===== src/hw/flash_page_lock_pkg.sv =====
// Constants for the flash page lock register and the link CRC generator
package flash_page_lock_pkg;
  // Register map
  localparam logic [8:0] LOCK_REG_ADDR    = 9'h101;
  localparam logic [7:0] LOCK_RESET_VALUE = 8'h7F;
  localparam int         LOCK_RSVD_BIT    = 7;
  localparam int         LOCK_PAGE_COUNT  = 7;
  // Program code that commits a staged lock value
  localparam logic [7:0] PROGRAM_CODE     = 8'h5A;
  // Flash array geometry: 32-byte pages, 224 bytes in all
  localparam int         PAGE_SHIFT       = 5;
  localparam logic [7:0] FLASH_LAST_ADDR  = 8'hDF;
  // CRC: x^8 + x^5 + x^4 + 1, reflected form, zero seed
  localparam logic [7:0] CRC_POLY_REFL    = 8'h8C;
  localparam logic [7:0] CRC_SEED         = 8'h00;
  // Identity ROM: 56 id bits, CRC in the top byte
  localparam int         ROM_ID_BITS      = 56;
  // Arbitrary neutral serial value
  localparam logic [55:0] ROM_ID_DEFAULT  = 56'h00_0000_1234_5601;

  typedef enum logic [1:0] {
    LOCK_IDLE   = 2'b00,
    LOCK_STAGED = 2'b01,
    LOCK_COMMIT = 2'b11
  } lock_state_t;
endpackage


===== src/hw/flash_page_lock_and_crc.sv =====
// Flash page lock register with one-way commit, and 8-bit link/ROM CRC
// Behaviour
// - A page lock register sits at address 101 hex and governs flash program and erase per page.
// - A program or erase aimed at a page whose lock bit is zero is refused.
// - Lock bits only ever go from one to zero; only i_srst restores a committed bit.
// - A lock value is staged by a memory write and committed only on program code 5A hex.
// - Bit 0 guards bytes 00-1F, each higher bit the next 32 bytes up to bit 6, bit 7 reserved.
// - Bit 6 guards bytes C0 through DF, the topmost page.
// - The top byte of the 64-bit identity ROM holds the CRC of the lower 56 bits.
// - Every CRC uses the polynomial x^8 + x^5 + x^4 + 1.
// - For write and page erase commands the CRC covers command, address and data bytes.
// - For read commands the CRC covers command and address bytes.
// - A CRC mismatch never aborts or blocks a command sequence here.
`timescale 1ns/100ps
`default_nettype none
module flash_page_lock_and_crc #(
  parameter logic [55:0] ROM_ID = flash_page_lock_pkg::ROM_ID_DEFAULT
) (
  // Clock and reset
  input  wire logic        i_core_clk,
  input  wire logic        i_srst,
  // Memory write bytes from the command decoder
  input  wire logic        i_wr_valid,
  input  wire logic [8:0]  i_wr_addr,
  input  wire logic [7:0]  i_wr_data,
  // Program code byte after CRC verification
  input  wire logic        i_prog_valid,
  input  wire logic [7:0]  i_prog_code,
  // Flash program or erase request
  input  wire logic        i_flash_req,
  input  wire logic [7:0]  i_flash_addr,
  // CRC byte stream
  input  wire logic        i_crc_clear,
  input  wire logic        i_crc_valid,
  input  wire logic [7:0]  i_crc_byte,
  // Results
  output logic             o_flash_grant,
  output logic             o_flash_deny,
  output logic [7:0]       o_flash_page_lock,
  output logic [7:0]       o_crc_value,
  output logic [63:0]      o_rom_image
);

  // One byte through the CRC, LSB first
  function automatic logic [7:0] crc_byte(input logic [7:0] crc,
                                          input logic [7:0] data);
    logic [7:0] c;
    logic       fb;
    c  = crc;
    fb = 1'b0;
    for (int i = 0; i < 8; i++) begin
      fb = c[0] ^ data[i];
      c  = {1'b0, c[7:1]};
      if (fb) begin
        c = c ^ flash_page_lock_pkg::CRC_POLY_REFL;
      end
    end
    return c;
  endfunction

  function automatic logic [7:0] crc_id(input logic [55:0] id);
    logic [7:0] c;
    c = flash_page_lock_pkg::CRC_SEED;
    for (int b = 0; b < 7; b++) begin
      c = crc_byte(c, id[8*b +: 8]);
    end
    return c;
  endfunction

  localparam logic [7:0] ROM_CRC = crc_id(ROM_ID);

  flash_page_lock_pkg::lock_state_t state_reg;
  flash_page_lock_pkg::lock_state_t state_next;

  logic [7:0] lock_reg;
  logic [7:0] lock_next;
  logic [7:0] staged_reg;
  logic [7:0] crc_reg;
  logic [7:0] crc_next;
  logic       grant_reg;
  logic       deny_reg;
  logic [63:0] rom_reg;

  // Decode
  wire        lock_addr_hit = i_wr_valid &&
                              (i_wr_addr == flash_page_lock_pkg::LOCK_REG_ADDR);
  wire        code_ok       = i_prog_valid &&
                              (i_prog_code == flash_page_lock_pkg::PROGRAM_CODE);
  wire [7:0]  page_sel      = i_flash_addr >> flash_page_lock_pkg::PAGE_SHIFT;
  wire        addr_in_range = i_flash_addr <= flash_page_lock_pkg::FLASH_LAST_ADDR;
  wire        page_open     = addr_in_range && lock_reg[page_sel[2:0]];

  // Staged bits may only clear; bit 7 is held low
  assign lock_next = lock_reg & staged_reg &
                     ~(8'h01 << flash_page_lock_pkg::LOCK_RSVD_BIT);

  // CRC update: clear has priority so a new sequence starts clean
  assign crc_next = i_crc_clear ? flash_page_lock_pkg::CRC_SEED :
                    i_crc_valid ? crc_byte(crc_reg, i_crc_byte) :
                    crc_reg;

  // Commit depends only on a staged lock write and the program code, never on CRC agreement
  always_comb begin
    case (state_reg)
      flash_page_lock_pkg::LOCK_IDLE: begin
        state_next = lock_addr_hit ? flash_page_lock_pkg::LOCK_STAGED
                                   : flash_page_lock_pkg::LOCK_IDLE;
      end
      flash_page_lock_pkg::LOCK_STAGED: begin
        if (code_ok) begin
          state_next = flash_page_lock_pkg::LOCK_COMMIT;
        end else if (i_prog_valid) begin
          state_next = flash_page_lock_pkg::LOCK_IDLE;
        end else begin
          state_next = flash_page_lock_pkg::LOCK_STAGED;
        end
      end
      flash_page_lock_pkg::LOCK_COMMIT: begin
        state_next = flash_page_lock_pkg::LOCK_IDLE;
      end
      default: begin
        state_next = flash_page_lock_pkg::LOCK_IDLE;
      end
    endcase
  end

  always_ff @(posedge i_core_clk) begin
    if (i_srst) begin
      state_reg <= flash_page_lock_pkg::LOCK_IDLE;
    end else begin
      state_reg <= state_next;
    end
  end

  // Newest write to the lock address wins while staged
  always_ff @(posedge i_core_clk) begin
    if (i_srst) begin
      staged_reg <= flash_page_lock_pkg::LOCK_RESET_VALUE;
    end else if (lock_addr_hit) begin
      staged_reg <= i_wr_data;
    end
  end

  // Reset models power-up of the nonvolatile cell
  always_ff @(posedge i_core_clk) begin
    if (i_srst) begin
      lock_reg <= flash_page_lock_pkg::LOCK_RESET_VALUE;
    end else if (state_reg == flash_page_lock_pkg::LOCK_COMMIT) begin
      lock_reg <= lock_next;
    end
  end

  always_ff @(posedge i_core_clk) begin
    if (i_srst) begin
      grant_reg <= 1'b0;
      deny_reg  <= 1'b0;
    end else begin
      grant_reg <= i_flash_req && page_open;
      deny_reg  <= i_flash_req && !page_open;
    end
  end

  always_ff @(posedge i_core_clk) begin
    if (i_srst) begin
      crc_reg <= flash_page_lock_pkg::CRC_SEED;
    end else begin
      crc_reg <= crc_next;
    end
  end

  always_ff @(posedge i_core_clk) begin
    if (i_srst) begin
      rom_reg <= 64'h0;
    end else begin
      rom_reg <= {ROM_CRC, ROM_ID};
    end
  end

  assign o_flash_grant     = grant_reg;
  assign o_flash_deny      = deny_reg;
  assign o_flash_page_lock = lock_reg;
  assign o_crc_value       = crc_reg;
  assign o_rom_image       = rom_reg;

  // Checks
  chk_lock_one_way: assert property (@(posedge i_core_clk) disable iff (i_srst)
    (~$past(lock_reg) & lock_reg) == 8'h00)
    else $error("lock bit returned to one");

  chk_lock_commit_code: assert property (@(posedge i_core_clk) disable iff (i_srst)
    (lock_reg != $past(lock_reg)) |-> $past(code_ok, 2))
    else $error("lock changed without program code");

  chk_deny_locked_page: assert property (@(posedge i_core_clk) disable iff (i_srst)
    (i_flash_req && addr_in_range && !lock_reg[page_sel[2:0]])
      |=> (o_flash_deny && !o_flash_grant))
    else $error("locked page access not refused");

  chk_grant_open_page: assert property (@(posedge i_core_clk) disable iff (i_srst)
    (i_flash_req && i_flash_addr <= 8'h1F && lock_reg[0]) |=> o_flash_grant)
    else $error("open first page refused");

  chk_top_page_guard: assert property (@(posedge i_core_clk) disable iff (i_srst)
    (i_flash_req && i_flash_addr >= 8'hC0 && i_flash_addr <= 8'hDF)
      |=> (o_flash_grant == $past(lock_reg[6])))
    else $error("top page not guarded by bit 6");

  chk_reserved_low: assert property (@(posedge i_core_clk) disable iff (i_srst)
    $past(state_reg) == flash_page_lock_pkg::LOCK_COMMIT |-> !lock_reg[7])
    else $error("reserved lock bit set");

  chk_crc_clear_zero: assert property (@(posedge i_core_clk) disable iff (i_srst)
    i_crc_clear |=> (o_crc_value == 8'h00))
    else $error("crc not cleared to zero");

  chk_crc_step_poly: assert property (@(posedge i_core_clk) disable iff (i_srst)
    (i_crc_valid && !i_crc_clear)
      |=> (o_crc_value == crc_byte($past(o_crc_value), $past(i_crc_byte))))
    else $error("crc step wrong");

  chk_rom_crc_byte: assert property (@(posedge i_core_clk) disable iff (i_srst)
    $past(!i_srst) |-> (o_rom_image[63:56] == crc_id(o_rom_image[55:0])))
    else $error("rom crc byte wrong");

  chk_no_crc_block: assert property (@(posedge i_core_clk) disable iff (i_srst)
    (state_reg == flash_page_lock_pkg::LOCK_STAGED && code_ok)
      |=> ##1 (lock_reg == ($past(lock_reg) & $past(staged_reg) & 8'h7F)))
    else $error("commit blocked");

endmodule
`default_nettype wire


===== config.mk =====
export PLATFORM = sky130hd
export DESIGN_NAME = flash_page_lock_and_crc
export DESIGN_NICKNAME = d
export VERILOG_FILES = /design/src/hw/flash_page_lock_pkg.sv /design/src/hw/flash_page_lock_and_crc.sv
export SDC_FILE = /design/constraint.sdc
export NUM_CORES = 1
export LEC_CHECK = 0
export ABC_CLOCK_PERIOD_IN_PS = 1870
export BUFFER_PORTS_ARGS = -buffer_cell sky130_fd_sc_hd__clkbuf_2
export CELL_PAD_IN_SITES_DETAIL_PLACEMENT = 0
export CELL_PAD_IN_SITES_GLOBAL_PLACEMENT = 1
export CORE_AREA = 2 2 70 99
export DETAILED_ROUTE_END_ITERATION = 6
export DIE_AREA = 0 0 72 101
export PLACE_DENSITY_LB_ADDON = 0.1
export RECOVER_POWER = 25
export REMOVE_ABC_BUFFERS = 1
export SLEW_MARGIN = 20
export SYNTH_ARGS = -nofsm -noshare
export SYNTH_HDL_FRONTEND = slang
export SYNTH_SLANG_ARGS = --single-unit

===== constraint.sdc =====
create_clock -name i_core_clk -period 1.87 [get_ports i_core_clk]
set_input_delay 0.2805 -clock i_core_clk [delete_from_list [all_inputs] [get_ports i_core_clk]]
set_output_delay 0.2805 -clock i_core_clk [all_outputs]
set_load 0.01 [all_outputs]

==> key figures <==
Timing
  – Unrepaired setup endpoints after global routing: false
  – Max Fclk: around 630 MHz
  – Final Hold Violating Endpoints: 0
  – Tmin final: 1.59 ns
  – Slew Viols, Final: 0
  – Slew @ Worst Pin: around 0.51 ns
  – Tcrit/Tclk final: 0.852
  – Relative slew slack: 0.661
  – Clock skew: between 0.002 and 0.0025 ns
  – Fin Setup TNS: 0 ns
  – Final setup viols: 0

Yosys
  – Synth Cell Area: 1760 µm²
  – Synth Register Bits: 27
  – Warnings, synthesis: 0
  – Synth Instances: about 190
  – Avg Synthesized Cell Area: 9.20 µm²
  – Post-synth cell types: 32
  – Post-synthesis sequential area ratio: 0.307

Clock tree
  – H-tree Lvls: 1
  – # Post-CTS Setup Buffers: 0
  – # resized after CTS: 0
  – CTS buffer count: 3
  – Clock root buffer: clkbuf_8
  – CTS tree: built
  – Clock transition at the registers of the reported paths: 0.09 ns
  – CTS max path bufs: 2
  – Worst-Skew Late Latency: approximately 0.27 ns
  – Clock sinks: 27
  – Cts hold-fix bufs: 0

Layout
  – Fin nets: 302
  – Max reg flops: 8
  – Multi-input gate area: approximately 910 µm²
  – Ratio of cells with drive above 1 in the final layout: 0.312
  – Post-layout util: 0.305
  – Area Overhead vs Synth: 11.7%
  – Storage cell area: 541 µm²
  – Fillers: between 700 and 800
  – Number of diodes: 0
  – Design area: 1960 µm²

Power
  – Reg power frac: 0.457
  – Sw frac: 0.297
  – Clock share of power: 0.247
  – Leak: about 0.99 nW
  – Design Power: 0.00134 W
  – Peak supply drop: 0.000217 V
  – Internal Power: roughly 0.00094 W
  – Logic gate share of total power: 0.296
  – NetSw: just under 0.0004 W
  – Pwr Density: 680 nW/µm²

Critical path
  – CP arrival: about 1.8 ns
  – CP Class: register to register
  – Max stage delay on crit path: 0.52 ns
  – Crit Reg-Reg Endpoint: o_crc_value[4]
  – Crit path cell chain: xor2_2 > xnor3_2 > a2111oi_4
  – Crit Path Max Fanout: 3
  – R2R depth: 3
  – CP bufs+invs: 0
  – Startpoint types: register
  – Critical R2R Launch: o_crc_value[1]
  – Setup slack, reg-to-reg: around 0.28 ns
  – Critical path origin: o_crc_value[1]
  – Delay-heaviest family, CP: XOR/XNOR gates
  – CP required: ~2.1 ns
  – Worst path slowest cell: xnor3_2
  – Worst setup EP type: register

Detailed routing
  – Final wirelength: 3470 µm
  – Vias: 1262
  – DR pass1 iterations: 4
  – Routed len/inst: between 10 and 15 µm
  – Initial DRC count: 20
  – Antenna Nets Post-Route: 0
  – Vias/cell: approximately 3.9
  – Remaining DRCs: 0

Placement
  – Post-DP HPWL: approximately 3000 µm
  – Placement-stage cell area: roughly 1900 µm²
  – I/O Buffers: 70
  – Global placement routability congestion: between 0.6 and 0.7

GRT
  – Overall Global Routing Usage: 0.0892
  – Number of global-route vias before repair: roughly 1100
  – Overflow after GRT: 0
  – Largest net degree at the start of global routing: 17
  – First-pass GRT wire length: approximately 5100 µm
  – Initial antenna violation count: 0

Die
  – Core Box Area: 6440 µm²
  – Starting Density: 0.273
  – Die width: 72 µm
  – I/O pins: 130
  – DIE HEIGHT: a little over 100 µm
  – Row cnt: 35
  – Die footprint: roughly 7300 µm²

Status
  – Status: completed

Min path
  – Depth of the worst hold-timing path: 3
  – Hold Path Class: input port to register
  – Critical hold path startpoint: i_wr_data[0]
  – Worst hold endpoint: staged_reg[0]

Run
  – Max cap viols: 0
==> stage by stage <==
stage	hold slack, ns	setup slack (ns)	instances
6_report	0.237	0.277	327
5_1_grt	0.239	0.206	327
4_1_cts	0.228	0.232	327
3_5_place_dp	0.437	0.245	323
3_3_place_gp	0.446	0.240	323
2_1_floorplan	0.345	0.308	175
==> worst max-delay path by stage <==
stage | end | slack [ns] | depth (start not counted)
after floorplan | o_crc_value[4] | 0.31 | 3
after global placement | o_crc_value[2] | 0.24 | 5
after detailed placement | staged_reg[3] | 0.24 | 5
after CTS | o_crc_value[2] | 0.23 | 4
after global routing | o_crc_value[2] | 0.21 | 4
final | o_crc_value[4] | 0.28 | 3
==> final cells by class <==
type / count / share of cell area
repair buffers: 74 / 0.191
inverters: 1 / 0.00191
flip-flops and latches: 27 / 0.275
clock buffers: 4 / 0.0229
well taps: 74 / 0.0471
multi-input cells: 147 / 0.462
==> power by group through the flow <==
stage / Clock, W / Combinational (W) / Sequential, W
floorplan: 0 / 0.000258 / 0.000637
global placement: 0 / 0.000405 / 0.000624
detailed placement: 0 / 0.000401 / 0.000625
CTS: 0.000356 / 0.000402 / 0.000611
global route: 0.000373 / 0.000433 / 0.000614
finish: 0.000330 / 0.000395 / 0.000611
==> cells by family (layout without fill, tap and decap cells) <==
logic type,Yosys count,after routing,synth area share
muxes,4,4,0.0299
DFF,27,27,0.307
xor gates and xnor gates,20,20,0.149
AOI/OAI and AO/OA,23,23,0.0811
and+or+nand+nor,47,47,0.145
buffers and inverters,69,79,0.285
other,1,53,0.00213
==> cell usage after synthesis <==
| cell type | count | area [µm²] |
|---|---|---|
| a2111oi_4 | 1 | 27.5 |
| a21oi_1 | 8 | 40.0 |
| a31o_1 | 1 | 8.76 |
| and3_1 | 1 | 6.26 |
| buf_2 | 1 | 5.00 |
| buf_4 | 64 | 480 |
| clkbuf_1 | 3 | 11.3 |
| conb_1 | 1 | 3.75 |
| dfxtp_1 | 27 | 541 |
| inv_2 | 1 | 3.75 |
| mux2i_1 | 3 | 30.0 |
| mux4_2 | 1 | 22.5 |
| nand2_1 | 19 | 71.3 |
| nand3_1 | 14 | 70.1 |
| nand4b_1 | 1 | 8.76 |
| nor2_1 | 2 | 7.51 |
| nor3_1 | 2 | 10.0 |
| nor3_2 | 1 | 10.0 |
| nor3b_1 | 1 | 7.51 |
| nor4_1 | 2 | 12.5 |
| nor4_4 | 1 | 21.3 |
| nor4bb_1 | 2 | 20.0 |
| o21ai_0 | 12 | 60.1 |
| o22ai_1 | 1 | 6.26 |
| or4b_1 | 1 | 10.0 |
| xnor2_1 | 12 | 105 |
| xnor2_2 | 1 | 16.3 |
| xnor3_1 | 2 | 45.0 |
| xnor3_2 | 1 | 23.8 |
| xor2_1 | 1 | 8.76 |
| xor2_2 | 1 | 16.3 |
| xor3_1 | 2 | 47.6 |
==> layer usage <==
metal / global-route usage / vias to the layer above / share of wire
met5: 0 / - / 0
met4: 0.0305 / 0 / 0.0084
met3: 0.0200 / 2 / 0.069
met2: 0.179 / 47 / 0.57
met1: 0.0867 / 564 / 0.35
li1: - / 649 / -
==> worst min-delay path: stages <==
cell	delay, ns
clkbuf_2	0.07
nand3_1	0.05
nand3_1	0.07
==> cell usage in the layout, fill, tap and decap left out, types with 2 or more instances in the layout <==
master,n
dfxtp_1,27
clkbuf_2,66
xor3_1,2
nor4bb_1,2
nor4_1,2
mux2i_1,3
conb_1,53
buf_4,4
xnor3_1,2
xnor2_1,12
nor2_1,2
nor3_1,3
nand2_1,19
clkbuf_1,5
nand3_1,14
o21ai_0,12
a21oi_1,8
clkbuf_8,3
No activity file was read; power rests on OpenSTA's default activity.
